## src/core/tx_drive_pkg.sv

```systemverilog
// package for the transmit line driver and drive monitor block
// assumes a 200 MHz apb clock and a line bit rate derived from it
package tx_drive_pkg;

  // register indices; byte address is four times the index
  localparam logic [15:0] IDX_TX_REDUNDANCY = 16'h1300;
  localparam logic [15:0] IDX_LINE_INT_STATUS = 16'h1302;
  localparam logic [15:0] IDX_LINE_ALARM = 16'h1303;
  localparam logic [15:0] IDX_LINE_TX_CONTROL = 16'h1304;

  // field positions
  localparam int unsigned BIT_DRIVER_ON = 0;
  localparam int unsigned BIT_FAULT = 0;
  localparam int unsigned BIT_FAULT_CHANGE = 0;
  localparam int unsigned BIT_TX_LEVEL = 0;
  localparam int unsigned BIT_ALL_ONES = 2;
  localparam int unsigned BIT_INTERNAL_MON = 5;

  // reset values
  localparam logic [7:0] RST_TX_REDUNDANCY = 8'h01;
  localparam logic [7:0] RST_LINE_TX_CONTROL = 8'h00;

  // writable masks
  localparam logic [7:0] MASK_TX_REDUNDANCY = 8'h01;
  localparam logic [7:0] MASK_LINE_TX_CONTROL = 8'h25;

  // clock cycles per line bit period
  localparam int unsigned LINE_BIT_DIV = 6;
  localparam logic [2:0] LINE_BIT_LAST = 3'(LINE_BIT_DIV - 1);

  // bit periods without a pulse before the fault is declared
  localparam int unsigned FAULT_BITS = 128;
  localparam logic [7:0] FAULT_LAST = 8'(FAULT_BITS - 1);
  localparam logic [7:0] FAULT_FULL = 8'(FAULT_BITS);

  // one bipolar line pair
  typedef struct packed {
    logic pos;
    logic neg;
  } line_pair_t;

  // apb request carrier
  typedef struct packed {
    logic sel;
    logic enable;
    logic write;
    logic [15:0] addr;
    logic [31:0] wdata;
    logic [3:0] strb;
  } apb_req_t;

endpackage

```

## src/core/tx_line_driver_and_drive_monitor.sv

```systemverilog
// transmit line driver enable, all-ones insertion and drive monitor
// assumes apb master on pclk; framer data and monitor pins synchronous
//
// Added by the designer: register access over APB.
`timescale 1ns/1ps

module tx_line_driver_and_drive_monitor
  import tx_drive_pkg::*;
(
  // clock and reset
  input wire logic pclk,
  input wire logic presetn,
  // apb slave
  input wire logic psel,
  input wire logic penable,
  input wire logic pwrite,
  input wire logic [15:0] paddr,
  input wire logic [31:0] pwdata,
  input wire logic [3:0] pstrb,
  output logic [31:0] prdata,
  output logic pready,
  output logic pslverr,
  // framer side
  input wire logic tx_data,
  output logic tx_data_take,
  // line pins
  input wire logic line_driver_on,
  output line_pair_t tx_line_out,
  output line_pair_t tx_line_oe,
  input wire line_pair_t monitor_in,
  // status
  output logic drive_monitor_fault,
  output logic irq_n
);

  apb_req_t req;
  logic ack_q;
  logic access;
  logic mapped;
  logic [7:0] rd_byte;
  logic [31:0] prdata_q;
  logic [7:0] redundancy_q;
  logic [7:0] tx_control_q;
  logic fault_change_q;
  logic fault_q;
  logic [7:0] idle_cnt_q;
  logic [2:0] div_q;
  logic bit_en;
  logic polarity_q;
  line_pair_t line_q;
  logic drive_en;
  logic sense_pulse;
  logic fault_set;
  logic fault_clr;
  logic int_read;
  logic send_all_ones;
  logic internal_mon;

  assign req = '{sel: psel, enable: penable, write: pwrite, addr: paddr,
                 wdata: pwdata, strb: pstrb};

  // ---------------- apb slave, one wait state ----------------
  function automatic logic hit(input logic [15:0] a, input logic [15:0] idx);
    hit = (a[15:2] == idx[13:0]) && (a[1:0] == 2'b00);
  endfunction

  assign mapped = hit(req.addr, IDX_TX_REDUNDANCY)
               || hit(req.addr, IDX_LINE_INT_STATUS)
               || hit(req.addr, IDX_LINE_ALARM)
               || hit(req.addr, IDX_LINE_TX_CONTROL);

  // pready comes in the second access cycle; writes commit on that edge

  always_ff @(posedge pclk or negedge presetn)
  begin
    if (!presetn)
      ack_q <= 1'b0;
    else
      ack_q <= req.sel && req.enable && !ack_q;
  end

  assign pready = ack_q;
  assign pslverr = ack_q && !mapped;
  assign access = req.sel && req.enable && ack_q;

  always_comb
  begin
    rd_byte = 8'h00;
    if (hit(req.addr, IDX_TX_REDUNDANCY))
      rd_byte = redundancy_q;
    else if (hit(req.addr, IDX_LINE_INT_STATUS))
      rd_byte = {7'h00, fault_change_q};
    else if (hit(req.addr, IDX_LINE_ALARM))
      rd_byte = {7'h00, fault_q};
    else if (hit(req.addr, IDX_LINE_TX_CONTROL))
      rd_byte = tx_control_q;
  end

  // read data captured in the first access cycle
  always_ff @(posedge pclk or negedge presetn)
  begin
    if (!presetn)
      prdata_q <= 32'h0000_0000;
    else if (req.sel && req.enable && !ack_q && !req.write)
      prdata_q <= {24'h00_0000, rd_byte};
  end

  assign prdata = prdata_q;

  // ---------------- control registers ----------------
  always_ff @(posedge pclk or negedge presetn)
  begin
    if (!presetn)
      redundancy_q <= RST_TX_REDUNDANCY;
    else if (access && req.write && req.strb[0]
             && hit(req.addr, IDX_TX_REDUNDANCY))
      redundancy_q <= req.wdata[7:0] & MASK_TX_REDUNDANCY;
  end

  always_ff @(posedge pclk or negedge presetn)
  begin
    if (!presetn)
      tx_control_q <= RST_LINE_TX_CONTROL;
    else if (access && req.write && req.strb[0]
             && hit(req.addr, IDX_LINE_TX_CONTROL))
      tx_control_q <= req.wdata[7:0] & MASK_LINE_TX_CONTROL;
  end

  assign send_all_ones = tx_control_q[BIT_ALL_ONES];
  assign internal_mon = tx_control_q[BIT_INTERNAL_MON];

  // ---------------- line bit rate ----------------
  always_ff @(posedge pclk or negedge presetn)
  begin
    if (!presetn)
      div_q <= 3'h0;
    else if (div_q == LINE_BIT_LAST)
      div_q <= 3'h0;
    else
      div_q <= div_q + 3'h1;
  end

  assign bit_en = (div_q == LINE_BIT_LAST);
  assign tx_data_take = bit_en;

  // ---------------- line driver ----------------
  // the pin gate is combinational so a dropped pin floats the pair at once
  assign drive_en = redundancy_q[BIT_DRIVER_ON] && line_driver_on;

  // marks alternate polarity; all ones overrides framer data
  always_ff @(posedge pclk or negedge presetn)
  begin
    if (!presetn)
    begin
      line_q <= '0;
      polarity_q <= 1'b0;
    end
    else if (bit_en)
    begin
      if (send_all_ones || tx_data)
      begin
        line_q <= polarity_q ? '{pos: 1'b0, neg: 1'b1}
                             : '{pos: 1'b1, neg: 1'b0};
        polarity_q <= !polarity_q;
      end
      else
        line_q <= '0;
    end
  end

  // off driver floats both pins
  assign tx_line_out = drive_en ? line_q : '0;
  assign tx_line_oe = drive_en ? '{pos: 1'b1, neg: 1'b1} : '0;

  // ---------------- drive monitor ----------------
  // internal mode looks at the pads themselves, external at monitor pins
  always_comb
  begin
    if (internal_mon)
      sense_pulse = tx_line_out.pos || tx_line_out.neg;
    else
      sense_pulse = monitor_in.pos || monitor_in.neg;
  end

  assign fault_set = bit_en && !sense_pulse && !fault_q
                  && (idle_cnt_q == FAULT_LAST);
  assign fault_clr = bit_en && sense_pulse && fault_q;

  // saturates one past the limit so the declare edge is seen only once
  always_ff @(posedge pclk or negedge presetn)
  begin
    if (!presetn)
      idle_cnt_q <= 8'h00;
    else if (bit_en)
    begin
      if (sense_pulse)
        idle_cnt_q <= 8'h00;
      else if (idle_cnt_q != FAULT_FULL)
        idle_cnt_q <= idle_cnt_q + 8'h01;
    end
  end

  always_ff @(posedge pclk or negedge presetn)
  begin
    if (!presetn)
      fault_q <= 1'b0;
    else if (fault_set)
      fault_q <= 1'b1;
    else if (fault_clr)
      fault_q <= 1'b0;
  end

  assign drive_monitor_fault = fault_q;

  // change flag clears on read; a new change in the same cycle wins
  // only a flag that the read returned is cleared, so a change that lands
  // while the read is in flight survives for the next read
  assign int_read = access && !req.write && prdata_q[BIT_FAULT_CHANGE]
                 && hit(req.addr, IDX_LINE_INT_STATUS);

  always_ff @(posedge pclk or negedge presetn)
  begin
    if (!presetn)
      fault_change_q <= 1'b0;
    else if (fault_set || fault_clr)
      fault_change_q <= 1'b1;
    else if (int_read)
      fault_change_q <= 1'b0;
  end

  assign irq_n = !fault_change_q;

  // ---------------- assertions ----------------
  a_drive_gate: assert property (@(posedge pclk)
    disable iff (!presetn)
    (tx_line_oe != '0) |-> redundancy_q[BIT_DRIVER_ON] && line_driver_on)
    else $error("line driven without both enables");

  a_write_tristate: assert property (@(posedge pclk)
    disable iff (!presetn)
    access && req.write && req.strb[0] && hit(req.addr, IDX_TX_REDUNDANCY)
    && !req.wdata[BIT_DRIVER_ON] |=> tx_line_oe == '0 && tx_line_out == '0)
    else $error("line not tristated after driver off");

  a_external_src: assert property (@(posedge pclk)
    disable iff (!presetn)
    !internal_mon && bit_en && monitor_in != '0 |=> idle_cnt_q == 8'h00)
    else $error("external mode ignores monitor pins");

  a_internal_src: assert property (@(posedge pclk)
    disable iff (!presetn)
    internal_mon && bit_en && tx_line_out == '0 && idle_cnt_q != FAULT_FULL
    |=> idle_cnt_q == $past(idle_cnt_q) + 8'h01)
    else $error("internal mode not using pads");

  a_fault_delay: assert property (@(posedge pclk)
    disable iff (!presetn)
    $rose(fault_q) |-> $past(idle_cnt_q) == FAULT_LAST
    && idle_cnt_q == FAULT_FULL)
    else $error("fault declared at wrong idle count");

  a_no_early_fault: assert property (@(posedge pclk)
    disable iff (!presetn)
    (idle_cnt_q < FAULT_LAST) |=> !$rose(fault_q))
    else $error("fault while pulses are regular");

  a_status_read: assert property (@(posedge pclk)
    disable iff (!presetn)
    req.sel && req.enable && !ack_q && !req.write
    && hit(req.addr, IDX_LINE_ALARM) |=> prdata[BIT_FAULT] == $past(fault_q))
    else $error("alarm read disagrees with fault");

  a_change_irq: assert property (@(posedge pclk)
    disable iff (!presetn)
    $changed(fault_q) |-> !irq_n && fault_change_q)
    else $error("fault change raised no interrupt");

  a_pulse_clears: assert property (@(posedge pclk)
    disable iff (!presetn)
    fault_q && bit_en && sense_pulse |=> !fault_q && !irq_n)
    else $error("pulse did not clear fault");

  a_count_restart: assert property (@(posedge pclk)
    disable iff (!presetn)
    bit_en && sense_pulse |=> idle_cnt_q == 8'h00)
    else $error("idle count not restarted");

  a_no_repeat: assert property (@(posedge pclk)
    disable iff (!presetn)
    $rose(fault_change_q) |-> $changed(fault_q))
    else $error("interrupt without fault change");

  a_all_ones: assert property (@(posedge pclk)
    disable iff (!presetn)
    bit_en && send_all_ones |=> line_q.pos != line_q.neg)
    else $error("all ones not sent");

endmodule

```

## config.mk

```make
export PLATFORM = sky130hd
export DESIGN_NAME = tx_line_driver_and_drive_monitor
export DESIGN_NICKNAME = d
export VERILOG_FILES = /design/src/core/tx_drive_pkg.sv /design/src/core/tx_line_driver_and_drive_monitor.sv
export SDC_FILE = /design/constraint.sdc
export NUM_CORES = 1
export LEC_CHECK = 0
export CAP_MARGIN = 30
export CORE_MARGIN = 2
export CORE_UTILIZATION = 56
export DETAILED_ROUTE_END_ITERATION = 16
export DONT_BUFFER_PORTS = 1
export PLACE_DENSITY = 0.77
export RECOVER_POWER = 25
export SLEW_MARGIN = 30
export SYNTH_ARGS = -nofsm -noshare
export SYNTH_HDL_FRONTEND = slang
export SYNTH_SLANG_ARGS = --single-unit
```

## constraint.sdc

```tcl
create_clock -name pclk -period 1.8 [get_ports pclk]
set_input_delay 0.36 -clock pclk [delete_from_list [all_inputs] [get_ports pclk]]
set_output_delay 0.36 -clock pclk [all_outputs]
set_load 0.1 [all_outputs]
```

* Word level (Yosys, flattened, before mapping)
Index checks and enable logic that the tools add are counted.
** Cells by class
- Add/sub/neg operators :: 2
- Equal/unequal tests :: 7
- Muxes and demuxes :: 16
- Reductions and logical operators :: 42
** Operators with widths (count)
- $eq 14x13->1 const B :: 4
- $mux 6 :: 4
- $logic_and 1x1->1 :: 22
- $mux 8 :: 2
- $add 8x1->8 const B :: 1
- $eq 8x7->1 const B :: 1
- $mux 2 :: 4
- $ne 8x8->1 const B :: 1
- $logic_not 1->1 :: 7
- $logic_or 1x1->1 :: 7
- $reduce_bool 2->1 :: 3
- $mux 1 :: 5
- $reduce_and 2->1 :: 2
- $add 3x1->3 const B :: 1
- $eq 3x3->1 const B :: 1
- $mux 3 :: 1
- $logic_not 2->1 :: 1
** Storage, ports and cells
- Bits in registers :: 29
- Bits of input ports :: 61
- Output and inout bits :: 41

* Depth between registers and ports, before layout
- Depth after elaboration :: 10
- Mapped depth :: 5
- Depth with buffers taken out :: 5

* Worst setup path after synthesis
No wires, ideal clock.
- Path type :: register to output
- Start :: reg ack_q, in the netlist pready
- End :: out pslverr
- Data arrival time :: 3.238 ns
- Setup slack :: -1.798 ns
- Stages on the path, launching flop included :: 2
- Cell sequence :: dfrtp_1 -> a21boi_0
** On the way
- Word-level cells in the longest chain between the ends :: 1
** Ends and longest elaborated chain
- start: declaration :: RTL line tx_line_driver_and_drive_monitor.sv:37 : logic ack_q;
- start signal: assignment :: RTL line tx_line_driver_and_drive_monitor.sv:79 : ack_q <= req.sel && req.enable && !ack_q;
- $logic_and 1x1->1 :: RTL line tx_line_driver_and_drive_monitor.sv:83 : assign pslverr = ack_q && !mapped;
- end: declaration :: RTL line tx_line_driver_and_drive_monitor.sv:22 : output logic pslverr,
Every way passes these cells.

==> results_dict.tcl <==
set metrics [dict create \
    dpl.hpwl_um 2143 \
    clk-insertion-delay-late_ns 0.31 \
    synth_area_per_cell_um2 9.643 \
    finalWeightedCongestion 0.7613 \
    max_freq_mhz 578.6 \
    rsz0062_at_grt "false" \
    leakagePower_nw 0.7662 \
    fp-row-count 18 \
    ys_warn_count 0 \
    fin_crit_sh_pct 96.01 \
    wire_per_inst_um 13.13 \
    track_usage_pct 17.68 \
    drive_above_1_share_pct 16.67 \
    ioPinCount 102 \
    cp_max_fo 6 \
    postPlaceCellArea_um2 1529 \
    top_usage_layer "met2" \
    drt_iter0_drc 38 \
    worst_setup_path_end_kind "output pin" \
    clk_pin_slew_ns 0.13 \
    p_int_w 0.0006787 \
    layout.nets 232 \
    power.share.sequential_pct 49.9 \
    p_clk_share_pct 20.5 \
    portBuffers 0 \
    fin_skew_ns 0.004756 \
    diodes 0 \
    chipWidth_um 56.00 \
    vias 1043 \
    die_area_um2 3135 \
    dpl.cell_count 193 \
    switching_share_pct 41.58 \
    grt-ovfl-total 0 \
    outcome "complete, no violations" \
    critical-path-top-delay-family "flip-flops" \
    antenna_found_initial 0 \
    final_area_um2 1563 \
    drcViolationCount 0 \
    p_switching_w 0.0004831 \
    gr-usage-met2_pct 28.40 \
    cts_max_path_buffers 2 \
    min_period_ns 1.728 \
    start_util_pct 60.02 \
    hp-class "in -> reg" \
    setup_viol 0 \
    worst_slew_pin_slew_ns 1.211 \
    worst_path_largest_cell_delay_ns 0.61 \
    async_reset_ff_share_pct 100.0 \
    synth_edf_count 0 \
    worst-path-buf-inv 1 \
    firstDrtPassIters 4 \
    cp.arrival_ns 1.37 \
    cts_inserted_buffers 3 \
    synth-seq-cells 24 \
    routed_wl_um 2600 \
    slew_headroom_pct 19.26 \
    power_frac_comb_pct 29.6 \
    worst_setup_path_start_kind "flop" \
    area_growth_pct 3.223 \
    cts-root-buf "clkbuf_4" \
    grt_pass1_wl_um 4409 \
    critPathKind "reg -> out" \
    hold_viol 0 \
    slowest_stage "dfstp_2" \
    met3_usage_pct 3.256 \
    vias_per_cell 5.268 \
    first_global_vias 979 \
    layout.cells.non_filler 198 \
    grtUsageMet1_pct 23.84 \
    crit_required_ns 1.44 \
    setup_tns_ns 0 \
    clock-sinks 24 \
    syn_inst 157 \
    ant_nets 0 \
    maxSlewViolCount 0 \
    cts_tree "built" \
    grt_max_degree 25 \
    powerDensity_nw_per_um2 743.5 \
    coreArea_um2 2522 \
    ir_worst_vdd_uv 665.2 \
    drv_cap 0 \
    crit_chain "and3_1, buf_4" \
    synth_cell_type_count 41 \
    die_height_um 56.00 \
    netlist_area_um2 1514 \
    h-tree-depth 1 \
    seq_area_frac_synth_pct 39.75 \
    ys.flop_type "dfrtp_1" \
]
cells by family (layout without fill, tap and decap cells):
| group | Yosys count | after routing | synth area share (%) |
|---|---|---|---|
| AOI/OAI and AO/OA | 16 | 16 | 6.530 |
| xor gates and xnor gates | 7 | 7 | 4.050 |
| adders and majority gates | 2 | 2 | 1.653 |
| buffers and inverters | 39 | 22 | 17.93 |
| DFF | 24 | 24 | 39.75 |
| muxes | 8 | 8 | 6.363 |
| other | 1 | 29 | 0.2477 |
| and+or+nand+nor | 60 | 60 | 23.47 |
layer usage:
layer	share of wire, %	up-vias	routed length, µm
met5	0	-	0
met4	0.65	0	17
met3	7.5	2	195
met2	50	50	1309
met1	41	492	1078
li1	-	499	-
synth_stat cells (2+ instances only):
cell type	number	area share (%)
nor3_1	5	1.7
and2_1	2	0.83
o21ai_0	6	2.0
nand4_1	4	1.7
mux2_4	3	3.0
xor2_1	4	2.3
and4_1	2	1.2
a21oi_1	3	0.99
xnor2_1	3	1.7
nand2_1	14	3.5
mux2i_1	4	2.6
ha_1	2	1.7
nor4b_2	2	2.0
nor2_1	15	3.7
inv_1	5	1.2
and3_1	4	1.7
dfrtp_1	23	38
nand3_1	3	0.99
buf_4	31	15
state kept, by name, indices dropped and copies added, names as in the netlist:
name                 cells
drive_monitor_fault      1
tx_control_q             3
fault_change_q           1
polarity_q               1
idle_cnt_q               8
line_q                   2
div_q                    3
redundancy_q             1
prdata                   3
pready                   1
stage by stage:
step	total power (W)	setup slack, ns	hold WS (ns)	utilization, %
after floorplan	0.0009535	0.05555	0.06441	-
after global placement	0.0009195	0.1503	0.06486	60.62
after detailed placement	0.0009247	0.1103	0.06474	60.62
after CTS	0.001169	0.01507	0.1643	62.05
after global routing	0.001211	0.003710	0.1658	61.95
final	0.001162	0.07183	0.1773	61.95
cell type report:
type / count / area (µm²)
timing repair buffer: 12 / 115.1
multi-input combinational: 122 / 758.2
clock buffer: 4 / 26.28
fill: 209 / 959.7
sequential: 24 / 603.1
tap: 30 / 37.54
inverter: 6 / 22.52
power by group through the flow:
stage                     combinational (W)  sequential (W)  clock [W]
after floorplan                    0.000359        0.000594          0
after global placement             0.000331        0.000589          0
after detailed placement           0.000333        0.000591          0
after CTS                          0.000345        0.000580   0.000244
after global routing               0.000357        0.000583   0.000271
final                              0.000344        0.000580   0.000238
repair_timing:
action / in CTS / in global routing
hold buffers: 1 / 0
buffers inserted: 0 / 0
resized for setup: 0 / 1
setup endpoints to repair: 0 / 1
endpoints found under the hold margin: 24 / 0
cell usage in the layout (no fill, tap or decap), types with 2 or more instances in the layout:
cell      Yosys  routed
and4_1        2       2
o21ai_0       6       6
a21oi_1       3       3
nand4_1       4       4
xnor2_1       3       3
nand2_1      14      14
buf_12        0       2
clkbuf_4      0       3
clkbuf_1      0       2
xor2_1        4       4
ha_1          2       2
and3_1        4       4
inv_1         5       5
mux2i_1       4       4
dfrtp_1      23      22
mux2_4        3       3
nor3_1        5       5
buf_4        31       8
conb_1        1      29
nor2_1       15      15
nand3_1       3       3
nor4b_2       2       2
final timing paths:
check,slack (ns),depth (start not counted),end,start
min,0.18,2,pready,penable
max,0.07,2,tx_line_out[0],redundancy_q[0]
max reg2reg,0.22,4,idle_cnt_q[2],redundancy_q[0]
min in group asynchronous,0.27,1,tx_control_q[5],presetn
min reg2reg,0.51,1,polarity_q,polarity_q
max in group asynchronous,0.74,1,pready,presetn
No activity file was read; power rests on OpenSTA's default activity.
